[config.mk]
export PLATFORM = sky130hd
export DESIGN_NAME = ballast_protection_sequencer
export DESIGN_NICKNAME = d
export VERILOG_FILES = /design/src/core/ballast_pkg.sv /design/src/core/ballast_protection_sequencer.sv
export SDC_FILE = /design/constraint.sdc
export NUM_CORES = 1
export LEC_CHECK = 0
export BUFFER_PORTS_ARGS = -buffer_cell sky130_fd_sc_hd__buf_2
export CAP_MARGIN = 25
export CORE_AREA = 3 3 40 42
export DETAILED_ROUTE_END_ITERATION = 6
export DIE_AREA = 0 0 43 45
export GPL_ROUTABILITY_DRIVEN = 1
export PLACE_DENSITY = 0.77
export SETUP_SLACK_MARGIN = 0.02
export SYNTH_ARGS = -nofsm -noshare
export SYNTH_HDL_FRONTEND = slang
export SYNTH_SLANG_ARGS = --single-unit
[constraint.sdc]
create_clock -name clk -period 1.5 [get_ports clk]
set_input_delay 0.3 -clock clk [delete_from_list [all_inputs] [get_ports clk]]
set_output_delay 0.3 -clock clk [all_outputs]
set_load 0.05 [all_outputs]
[src/core/ballast_pkg.sv]
package ballast_pkg;
  // state codes, one-hot
  typedef enum logic [4:0] {
    ST_OFF     = 5'h01,
    ST_STARTUP = 5'h02,
    ST_PREHEAT = 5'h04,
    ST_IGNITE  = 5'h08,
    ST_RUN     = 5'h10
  } mode_t;

  // digitised comparator results from the analogue front end
  typedef struct packed {
    logic supplyAboveRising;
    logic supplyUndervoltageFalling;
    logic busAboveOn;
    logic busAboveOff;
    logic shutdownAbove;
    logic shutdownBelow;
    logic overTemp;
  } sense_t;

  typedef struct packed {
    logic preheatDone;
    logic preheatTimerNodeHigh;
    logic csOverPos;
    logic csUnderNeg;
  } timing_t;

  localparam logic [4:0] MODE_RESET = 5'h01;
endpackage

[src/core/ballast_protection_sequencer.sv]
`timescale 1ns/100ps
module ballast_protection_sequencer
  import ballast_pkg::*;
(
  // clock and reset
  input  wire logic    clk,
  input  wire logic    rstn,
  // comparator results
  input  wire sense_t  sense,
  input  wire timing_t timing,
  // oscillator phase from the analogue oscillator
  input  wire logic    oscHigh,
  input  wire logic    oscLow,
  // gate drive and status
  output logic         high_gate_output,
  output logic         low_gate_output,
  output logic         oscEnable,
  output logic         micropower,
  output logic         faultLatched,
  output mode_t        mode
);

  // mode register and its next value
  mode_t mode_q;
  mode_t mode_d;

  // bus run permission
  logic  busOk_q;
  logic  busOk_d;

  // shutdown edge tracking
  logic  sdPrev_q;
  logic  sdFall;

  // latches
  logic  fault_q;
  logic  fault_d;
  logic  hot_q;
  logic  hot_d;

  // gate registers
  logic  lowGate_q;
  logic  lowGate_d;
  logic  highGate_q;
  logic  highGate_d;

  // decoded conditions
  logic  startReady;
  logic  lowFall;
  logic  overTrip;
  logic  underTrip;
  logic  csFault;
  logic  offCond;
  logic  gateHold;

  // positive check armed once preheat has ended
  function automatic logic overArmed(input mode_t m);
    return (m == ST_IGNITE) || (m == ST_RUN);
  endfunction

  // negative check armed only in run mode
  function automatic logic underArmed(input mode_t m);
    return (m == ST_RUN);
  endfunction

  // off when parked in the idle mode
  function automatic logic isIdle(input mode_t m);
    return (m == ST_OFF);
  endfunction

  // hysteresis: on at the upper threshold, off only below the lower one;
  // the next value is used at once so a low bus stops within one edge
  always_comb begin
    busOk_d = busOk_q;
    if (sense.busAboveOn) begin
      busOk_d = 1'b1;
    end else if (!sense.busAboveOff) begin
      busOk_d = 1'b0;
    end
  end

  always_ff @(posedge clk or negedge rstn) begin
    if (!rstn) begin
      busOk_q <= 1'b0;
    end else begin
      busOk_q <= busOk_d;
    end
  end

  // reset value matches the idle level of the flag, so no false edge
  always_ff @(posedge clk or negedge rstn) begin
    if (!rstn) begin
      sdPrev_q <= 1'b0;
    end else begin
      sdPrev_q <= sense.shutdownAbove;
    end
  end

  assign sdFall = sdPrev_q && !sense.shutdownAbove;

  // all three start conditions must hold in the same cycle
  assign startReady = sense.supplyAboveRising && sense.busAboveOn && sense.shutdownBelow;

  // falling edge of the low gate as driven from the oscillator
  assign lowFall = lowGate_q && !oscLow;

  // positive check on every cycle, negative check only in the cycle the low gate falls; never averaged
  assign overTrip  = timing.csOverPos && overArmed(mode_q);
  assign underTrip = timing.csUnderNeg && underArmed(mode_q) && lowFall;
  assign csFault   = overTrip || underTrip;

  // set wins over clear
  always_comb begin
    fault_d = fault_q;
    if (csFault) begin
      fault_d = 1'b1;
    end else if (sense.shutdownAbove || sense.supplyUndervoltageFalling) begin
      fault_d = 1'b0;
    end
  end

  always_ff @(posedge clk or negedge rstn) begin
    if (!rstn) begin
      fault_q <= 1'b0;
    end else begin
      fault_q <= fault_d;
    end
  end

  // overtemperature needs a full shutdown cycle or undervoltage to clear
  always_comb begin
    hot_d = hot_q;
    if (sense.overTemp) begin
      hot_d = 1'b1;
    end else if (sdFall || sense.supplyUndervoltageFalling) begin
      hot_d = 1'b0;
    end
  end

  always_ff @(posedge clk or negedge rstn) begin
    if (!rstn) begin
      hot_q <= 1'b0;
    end else begin
      hot_q <= hot_d;
    end
  end

  // any off condition forces the idle mode; restart always from the top
  assign offCond = sense.shutdownAbove
                   || !busOk_d
                   || fault_q
                   || hot_q
                   || sense.overTemp
                   || csFault
                   || !sense.supplyAboveRising;

  always_comb begin
    mode_d = mode_q;
    if (offCond) begin
      mode_d = ST_OFF;
    end else begin
      unique case (mode_q)
        ST_OFF: begin
          if (startReady) mode_d = ST_STARTUP;
        end
        ST_STARTUP: begin
          mode_d = ST_PREHEAT;
        end
        ST_PREHEAT: begin
          if (timing.preheatDone) mode_d = ST_IGNITE;
        end
        ST_IGNITE: begin
          if (timing.preheatTimerNodeHigh) mode_d = ST_RUN;
        end
        ST_RUN: begin
          mode_d = ST_RUN;
        end
        default: begin
          mode_d = ST_OFF;
        end
      endcase
    end
  end

  always_ff @(posedge clk or negedge rstn) begin
    if (!rstn) begin
      mode_q <= mode_t'(MODE_RESET);
    end else begin
      mode_q <= mode_d;
    end
  end

  // gates follow the oscillator one cycle late; forced low when stopping
  assign gateHold = offCond || isIdle(mode_q);

  always_comb begin
    lowGate_d  = oscLow;
    highGate_d = oscHigh;
    if (gateHold) begin
      lowGate_d  = 1'b0;
      highGate_d = 1'b0;
    end
  end

  always_ff @(posedge clk or negedge rstn) begin
    if (!rstn) begin
      lowGate_q <= 1'b0;
    end else begin
      lowGate_q <= lowGate_d;
    end
  end

  always_ff @(posedge clk or negedge rstn) begin
    if (!rstn) begin
      highGate_q <= 1'b0;
    end else begin
      highGate_q <= highGate_d;
    end
  end

  // status decoded straight from registers
  assign low_gate_output  = lowGate_q;
  assign high_gate_output = highGate_q;
  assign oscEnable        = !isIdle(mode_q);
  assign micropower       = isIdle(mode_q);
  assign faultLatched     = fault_q | hot_q;
  assign mode             = mode_q;

endmodule

==> results of run 1 <==
==> flip-flops by register name (all words and copies together), names as in the netlist <==
signal,count
low_gate_output,1
busOk_q,1
high_gate_output,1
fault_q,1
sdPrev_q,1
hot_q,1
mode,5
==> critical path, cell delays in order, from the launching register on <==
cell        delay (ns)
dfstp_4           0.67
nand3_4           0.10
clkinvlp_4        0.10
buf_8             0.14
==> stage by stage <==
stage / TNS (ns) / setup WS, ns / util [%] / instances / area [µm²]
4_1_cts: -0.165 / -0.0850 / 60.8 / 97 / 781
2_1_floorplan: -0.324 / -0.192 / - / 52 / 592
3_5_place_dp: 0 / 0.102 / 56.0 / 90 / 719
6_report: -0.148 / -0.0799 / 63.3 / 99 / 813
3_3_place_gp: 0 / 0.114 / 56.0 / 90 / 719
5_1_grt: -0.247 / -0.117 / 63.3 / 99 / 813
==> power by group through the flow <==
stage | clock (W) | sequential, W | combinational, W
CTS | 0.000205 | 0.000304 | 0.0000604
global placement | 0 | 0.000310 | 0.0000564
floorplan | 0 | 0.000310 | 0.0000252
detailed placement | 0 | 0.000310 | 0.0000570
global route | 0.000220 | 0.000306 | 0.0000712
finish | 0.000201 | 0.000305 | 0.0000653
==> path summary, 6_finish.rpt <==
| check | from | to | cells past startpoint |
|---|---|---|---|
| worst max-delay path | mode[0] | micropower | 3 |
| worst min-delay path | sense[2] | sdPrev_q | 1 |
| worst max register to register | fault_q | mode[0] | 4 |
| worst min register to register | busOk_q | busOk_q | 1 |
| max in group asynchronous | rstn | mode[0] | 2 |
| min in group asynchronous | rstn | mode[2] | 2 |
==> kinds of logic after synthesis <==
logic type | Yosys count | synth area share [%]
buffers and inverters | 5 | 3.63
flip-flops | 11 | 50.2
AO/OA/AOI/OAI | 11 | 18.0
multiplexers | 1 | 1.82
XOR/XNOR | 1 | 1.59
AND/OR/NAND/NOR | 23 | 24.8
==> cells in the final DEF, fill, tap and decap left out, types with 2 or more instances in the layout <==
cell type,count
nor2_1,4
clkbuf_4,3
a21oi_1,2
buf_2,22
buf_4,4
nand2_1,2
dfrtp_2,4
nor3_1,3
nor2_4,2
inv_1,3
dfrtp_1,6
==> timing repair <==
item,in CTS,in global routing
buffers inserted,2,2
hold endpoints to repair,10,0
hold buffers,1,0
endpoints found under the setup margin,3,5
pin swaps,0,1
gates resized for setup,3,5
==> area by class of cell <==
| type | instances | area, µm² | share of cell area, % |
|---|---|---|---|
| Inverter | 4 | 18.8 | 2.31 |
| Sequential cell | 11 | 285 | 35.1 |
| Clock buffer | 4 | 26.3 | 3.23 |
| Multi-Input combinational cell | 36 | 288 | 35.4 |
| Tap cell | 15 | 18.8 | 2.31 |
| Timing Repair Buffer | 29 | 176 | 21.7 |
==> metal layers <==
metal,share of wire (%),vias up
met5,0,-
met4,2.9,0
met3,6.7,7
met2,49,21
met1,41,239
li1,-,254
==> results.json, run 1 <==
{
  "status": "finished with violations",
  "failed_checks": "setup timing",
  "synth_fp_nets": 67,
  "p_int_w": 0.000434,
  "via_per_inst": 5.26,
  "power_w": 0.000572,
  "yosysMostFrequentCell": "dfrtp_1",
  "num_vias": 521,
  "grt_pass1_vias": 493,
  "start_util_pct": 42.8,
  "p_sw_share_pct": 24.0,
  "clockPowerShare_pct": 35.2,
  "grt_antenna_before_repair": 0,
  "cts_num_sinks": 11,
  "max_slew_margin_pct": 82.7,
  "grt_max_degree": 12,
  "hold_violations": 0,
  "die_area_um2": 1940,
  "globalplace.congestion": 0.702,
  "max_clock_freq_mhz": 633,
  "r2r_setup_slack_ns": 0.09,
  "cts_root_buffer": "clkbuf_4",
  "yosys_warnings": 0,
  "synth_area_um2": 551,
  "grt_pass1_wl_um": 2030,
  "p_per_area_nw_per_um2": 703,
  "required_ns": 1.20,
  "fin_crit_sh_pct": 105,
  "rsz0062_at_grt": "true",
  "fp.dieH_um": 45,
  "syn_inst": 52,
  "ys_ff_latch": 11,
  "cts.path.max_buffers": 2,
  "synthTopCellsByCount": "dfrtp_1 (10), nor2_1 (6), inv_1 (4)",
  "p_seq_share_pct": 53.4,
  "fillers": 111,
  "use_met2_pct": 23.7,
  "io_pins": 25,
  "post_drt_wl_per_cell_um": 14.1,
  "fin_ws_ns": -0.0799,
  "yosys.area.top_type": "dfrtp_1",
  "critical_path_class": "flip-flop to primary output",
  "fin_worst_skew_ns": 0.00361,
  "clk_pin_slew_worst_paths_ns": 0.07,
  "overflow": 0,
  "crit_path_max_fanout": 7,
  "syn2layout_area_growth_pct": 47.7,
  "rows": 13,
  "synth-edff-count": 0,
  "drt-initial-drc-count": 4,
  "use_met1_pct": 17.3,
  "clock_latency_ns": 0.27,
  "grt-busiest-layer": "met2",
  "dp_hpwl_um": 925,
  "startpoint_type": "flip-flop",
  "p_switching_w": 0.000137,
  "slew_violations": 0,
  "setup_viol": 3,
  "synth_area_leaders": "dfrtp_1 (45%), dfstp_2 (4.8%), nor2_1 (4.1%), a41oi_2 (3.0%), o21ai_4 (3.0%)",
  "crit_path_end_kind": "primary output",
  "async_flop_share_pct": 100,
  "portBuffers": 24,
  "crit_arrival_ns": 1.28,
  "period_needed_ns": 1.58,
  "diodes": 0,
  "drc": 0,
  "cts_buffers": 3,
  "combPwrFrac_pct": 11.4,
  "ant_nets": 0,
  "p_leak_nw": 0.379,
  "drive_gt1_share_pct": 59.5,
  "die_x_um": 43,
  "hp-class": "input pin to flip-flop",
  "seq_area_frac_synth_pct": 50.2,
  "avgSynthCellArea_um2": 10.6,
  "grt_use_met3_pct": 3.19,
  "vdd_drop_max_mv": 0.503,
  "cap_viol_max_count": 0,
  "wirelength_um": 1400,
  "htree_levels": 1,
  "yosysUniqueCellTypes": 30,
  "design.core.area_um2": 1280,
  "worstMarginPinSlew_ns": 0.259,
  "nNetsFinal": 100,
  "synth_ff_type": "dfrtp_1",
  "first_pass_iters": 4,
  "hold_ws_ns": 0.207,
  "cts_tree": "built",
  "grt_usage_pct": 14.2,
  "yosysTopAreaCellShare_pct": 45.5
}
No activity file was read; power rests on OpenSTA's default activity.
==> inputs of run 2 (changes only) <==
==> constraint.sdc (replaced) <==
create_clock -name clk -period 1.5 [get_ports clk]
set_input_delay 0.3 -clock clk [delete_from_list [all_inputs] [get_ports clk]]
set_output_delay 0.3 -clock clk [all_outputs]
set_load 0.005 [all_outputs]
==> run 2 against run 1 <==
Net effect: the run now ends clean; first-iteration DRC count rose by 50%; critical path depth rose by 2; flip-flop and latch count did not move; die area did not move; design area rose by 1.2%; worst setup slack improved by 0.17 ns; utilization rose by 0.78 points; non-clock buffer count rose by 1; sequential share of layout area fell by 1.0 points; count of clock-buffer cells in the layout did not move; via count fell by 1.2%; highest routed layer unchanged; sequential power barely moved.
==> results.json, run 2 (synthesis results as in run 1) <==
{
  "status": "finished clean",
  "grt_use_met3_pct": 3.98,
  "diodes": 0,
  "post_drt_wl_per_cell_um": 13.1,
  "p_per_area_nw_per_um2": 678,
  "hold_path_startpoint": "sense[2]",
  "use_met2_pct": 22.2,
  "cts_root_buffer": "clkbuf_4",
  "overflow": 0,
  "ant_nets": 0,
  "max_clock_freq_mhz": 709,
  "grt_pass1_wl_um": 1990,
  "dp_hpwl_um": 915,
  "reg2regPathDepth": 5,
  "wirelength_um": 1310,
  "grt_max_degree": 12,
  "first_pass_iters": 4,
  "slew_violations": 0,
  "cts.path.max_buffers": 2,
  "crit_path_max_fanout": 7,
  "cts_tree": "built",
  "r2r_setup_slack_ns": 0.09,
  "num_vias": 515,
  "startpoint_type": "flip-flop",
  "r2r_start": "mode[3]",
  "io_pins": 25,
  "die_area_um2": 1940,
  "final_area_um2": 823,
  "crit_arrival_ns": 1.61,
  "syn2layout_area_growth_pct": 49.5,
  "hp-class": "input pin to flip-flop",
  "fin_crit_sh_pct": 94.0,
  "portBuffers": 24,
  "nNetsFinal": 101,
  "crit_path_end_kind": "flip-flop",
  "largest_register_ffs": 5,
  "hold_violations": 0,
  "fin_worst_skew_ns": 0.00638,
  "clk_pin_slew_worst_paths_ns": 0.07,
  "grt_usage_pct": 13.8,
  "period_needed_ns": 1.41,
  "fp.dieH_um": 45,
  "final_cell_mix": "buf_2 (23), dfrtp_1 (7), buf_4 (5)",
  "worstMarginPinSlew_ns": 0.239,
  "clock_latency_ns": 0.27,
  "critical_path_class": "flip-flop to flip-flop",
  "design.core.area_um2": 1280,
  "globalplace.congestion": 0.755,
  "grt-busiest-layer": "met2",
  "max_slew_margin_pct": 83.9,
  "p_leak_nw": 0.383,
  "htree_levels": 1,
  "drc": 0,
  "via_per_inst": 5.15,
  "timing.setup.tns_ns": 0,
  "use_met1_pct": 17.6,
  "drive_gt1_share_pct": 57.6,
  "setup_viol": 0,
  "fillers": 104,
  "rsz0062_at_grt": "true",
  "grt_antenna_before_repair": 0,
  "grt_pass1_vias": 469,
  "cap_viol_max_count": 0,
  "timing.rr.end": "mode[0]",
  "mostFrequentLayoutCell": "buf_2",
  "cts_buffers": 3,
  "vdd_drop_max_mv": 0.457,
  "start_util_pct": 42.8,
  "drt-initial-drc-count": 6,
  "die_x_um": 43,
  "cts_num_sinks": 11,
  "rows": 13,
  "place_area_um2": 684,
  "hold_depth": 1,
  "required_ns": 1.70,
  "worstHoldEndpoint": "sdPrev_q"
}
[run 2: per-stage QoR]
step / hold slack (ns) / power [W] / instances / setup WS [ns] / utilization [%]
final: 0.177 / 0.000558 / 100 / 0.0901 / 64.1
after global routing: 0.181 / 0.000580 / 100 / 0.00231 / 64.1
after CTS: 0.180 / 0.000552 / 98 / 0.0248 / 58.6
after detailed placement: 0.179 / 0.000357 / 90 / 0.123 / 53.3
after global placement: 0.181 / 0.000356 / 90 / 0.135 / 53.3
after floorplan: 0.00441 / 0.000326 / 52 / 0.219 / -
[run 2: critical path, stage by stage, from the launching register on]
cell and delay (ns):
dfrtp_1 0.42, buf_4 0.17, and2b_1 0.19, o21ai_4 0.19, o21ai_4 0.12, a221o_1 0.26
[run 2: power breakdown]
group	internal (W)	leakage, nW	total, W	switching, W
Clock	0.000103	0.0150	0.000201	0.0000983
Sequential	0.000302	0.137	0.000304	0.00000235
Combinational	0.0000273	0.231	0.0000528	0.0000255
Total	0.000432	0.383	0.000558	0.000126
[run 2: how the worst max path moves through the flow]
stage | to | start | depth (start not counted)
after global routing | mode[3] | mode[3] | 5
after floorplan | mode[0] | mode[4] | 4
final | mode[0] | mode[3] | 5
after global placement | mode[0] | sense[2] | 5
after detailed placement | mode[0] | sense[2] | 5
after CTS | micropower | mode[4] | 4
[run 2: area by class of cell]
| cell class | instances | area, µm² | area share [%] |
|---|---|---|---|
| Inverter | 4 | 17.5 | 2.13 |
| Sequential cell | 11 | 280 | 34.0 |
| Clock buffer | 4 | 26.3 | 3.19 |
| Multi-Input combinational cell | 36 | 307 | 37.2 |
| Tap cell | 15 | 18.8 | 2.28 |
| Timing Repair Buffer | 30 | 174 | 21.1 |
[run 2: layer usage]
layer | share of wire [%] | up-vias
met1 | 43 | 236
li1 | - | 257
met2 | 48 | 18
met5 | 0 | -
met3 | 7.5 | 4
met4 | 1.4 | 0
[run 2: timing repair]
item | 4_1_cts | 5_1_grt
setup buffers | 3 | 2
pin swaps | 0 | 3
resized for setup | 5 | 10
hold endpoints to repair | 10 | 0
hold buffers | 1 | 0
endpoints found under the setup margin | 2 | 9
==> inputs of run 3 (changes only) <==
==> constraint.sdc (replaced) <==
create_clock -name clk -period 1.5 [get_ports clk]
set_input_delay 0.075 -clock clk [delete_from_list [all_inputs] [get_ports clk]]
set_output_delay 0.075 -clock clk [all_outputs]
set_load 0.005 [all_outputs]
==> run 3 against run 2 <==
Net effect: total power fell by 0.56%; clock power barely moved; die area unchanged; hold slack got worse by 0.17 ns; largest cell class is now registers; worst setup slack better by 0.00085 ns; sequential share of layout area rose by 3.4 points; design area down 10%; count of clock-buffer cells in the layout unchanged; critical path depth rose by 1; clock skew down 0.0037 ns; fmax barely moved; via count is 5.0% lower.
==> results.json, run 3 (synthesis results as in run 1) <==
{
  "syn2layout_area_growth_pct": 34.3,
  "cp_slowest_cell": "dlygate4sd3_1",
  "fillers": 126,
  "die_area_um2": 1940,
  "die_x_um": 43,
  "critical_path_buf_inv_count": 2,
  "globalplace.congestion": 0.765,
  "cp.depth": 6,
  "p_per_area_nw_per_um2": 750,
  "design.core.area_um2": 1280,
  "first_pass_iters": 4,
  "setup_viol": 0,
  "drc": 0,
  "clk_pin_slew_worst_paths_ns": 0.07,
  "drive_gt1_share_pct": 48.1,
  "reg2regPathDepth": 4,
  "wirelength_um": 1180,
  "grt_antenna_before_repair": 0,
  "critical_path_class": "input pin to flip-flop",
  "drt-initial-drc-count": 7,
  "io_pins": 25,
  "startpoint_type": "input pin",
  "nNetsFinal": 97,
  "portBuffers": 24,
  "cap_viol_max_count": 0,
  "clockPowerShare_pct": 35.8,
  "max_stage_delay_ns": 0.54,
  "via_per_inst": 5.09,
  "post_cts_buffers": 0,
  "r2r_start": "mode[4]",
  "ant_nets": 0,
  "combPwrFrac_pct": 9.3,
  "grt_pass1_wl_um": 1890,
  "p_switching_w": 0.000123,
  "diodes": 0,
  "max_clock_freq_mhz": 710,
  "cp_top_family": "buffers and inverters",
  "largest_register_ffs": 5,
  "p_seq_share_pct": 54.9,
  "max_slew_margin_pct": 82.4,
  "grt_usage_pct": 13.4,
  "fin_worst_skew_ns": 0.00269,
  "cts_buffers": 3,
  "clock_latency_ns": 0.26,
  "crit_path_end_kind": "flip-flop",
  "timing.rr.end": "mode[0]",
  "r2r_setup_slack_ns": 0.14,
  "p_leak_nw": 0.349,
  "worstMarginPinSlew_ns": 0.263,
  "num_vias": 489,
  "grt_pass1_vias": 455,
  "final_area_um2": 739,
  "status": "finished clean",
  "power_w": 0.000555,
  "cts_num_sinks": 11,
  "p_int_w": 0.000432,
  "critPathLaunch": "sense[2]",
  "rows": 13,
  "timing.setup.tns_ns": 0,
  "cts_tree": "built",
  "post_drt_wl_per_cell_um": 12.3,
  "seqCellArea_um2": 277,
  "overflow": 0,
  "period_needed_ns": 1.41,
  "vdd_drop_max_mv": 0.472,
  "slew_violations": 0,
  "cts.path.max_buffers": 2,
  "mostFrequentLayoutCell": "buf_2",
  "endpoint": "mode[0]",
  "place_area_um2": 684,
  "rsz0062_at_grt": "true",
  "start_util_pct": 42.8,
  "fp.dieH_um": 45,
  "required_ns": 1.69,
  "path_cells": "dlygate4sd3_1 -> buf_2 -> nor4_2 -> and3_1 -> o21ai_4 -> a221o_1",
  "final_cell_mix": "buf_2 (24), dfrtp_1 (10), nor2_1 (5)",
  "fin_crit_sh_pct": 93.9,
  "p_sw_share_pct": 22.2,
  "hold_violations": 0,
  "crit_arrival_ns": 1.60,
  "multi_input_area_um2": 263,
  "grt_max_degree": 12,
  "crit_path_max_fanout": 7,
  "hp-class": "input pin to flip-flop",
  "hold_path_startpoint": "sense[5]",
  "cts_root_buffer": "clkbuf_4",
  "htree_levels": 1
}
[run 3: repair_timing]
action / in CTS / in global routing
gates resized for setup: 0 / 2
endpoints found under the hold margin: 12 / 0
hold buffers: 2 / 0
endpoints found under the setup margin: 0 / 6
[run 3: area by class of cell]
type | count | area share, %
Sequential cell | 11 | 37.4
Multi-Input combinational cell | 36 | 35.5
Timing Repair Buffer | 26 | 19.0
Clock buffer | 4 | 3.55
Tap cell | 15 | 2.54
Inverter | 4 | 2.03
[run 3: per-stage QoR]
step	cells	worst slack (ns)	hold slack (ns)	util, %
floorplan	52	0.219	-0.221	-
detailed placement	90	0.163	-0.0446	53.3
global route	96	0.00514	0.0146	57.5
CTS	96	0.0765	0.00521	56.9
finish	96	0.0910	0.00321	57.5
global placement	90	0.205	-0.0435	53.3
[run 3: how the worst min path moves through the flow]
stage              end  slack, ns  depth (start not counted)
6_report       fault_q      0.003                          2
4_1_cts        fault_q      0.005                          2
3_5_place_dp   mode[2]      -0.04                          1
5_1_grt        fault_q       0.01                          2
2_1_floorplan  busOk_q      -0.22                          0
3_3_place_gp   mode[2]      -0.04                          1
[run 3: metal layers]
metal / vias to the layer above / track usage [%] / wire, µm
met3: 4 / 3.59 / 84
met5: - / 0 / 0
met2: 16 / 21.6 / 538
met4: 0 / 7.23 / 21
met1: 223 / 16.5 / 532
li1: 246 / - / -
[run 3: worst register-to-register path: cells and delay by family, from the launching register on]
family,cells,cell delay [ns]
DFF,1,0.42
and+or+nand+nor,1,0.19
AOI/OAI and AO/OA,3,0.68
[run 3: power by group through the flow]
stage          clock network, W  logic (W)  registers, W
6_report               0.000199  0.0000515      0.000305
2_1_floorplan                 0  0.0000164      0.000310
4_1_cts                0.000204  0.0000516      0.000304
5_1_grt                0.000216  0.0000589      0.000305
3_5_place_dp                  0  0.0000475      0.000310
3_3_place_gp                  0  0.0000472      0.000310
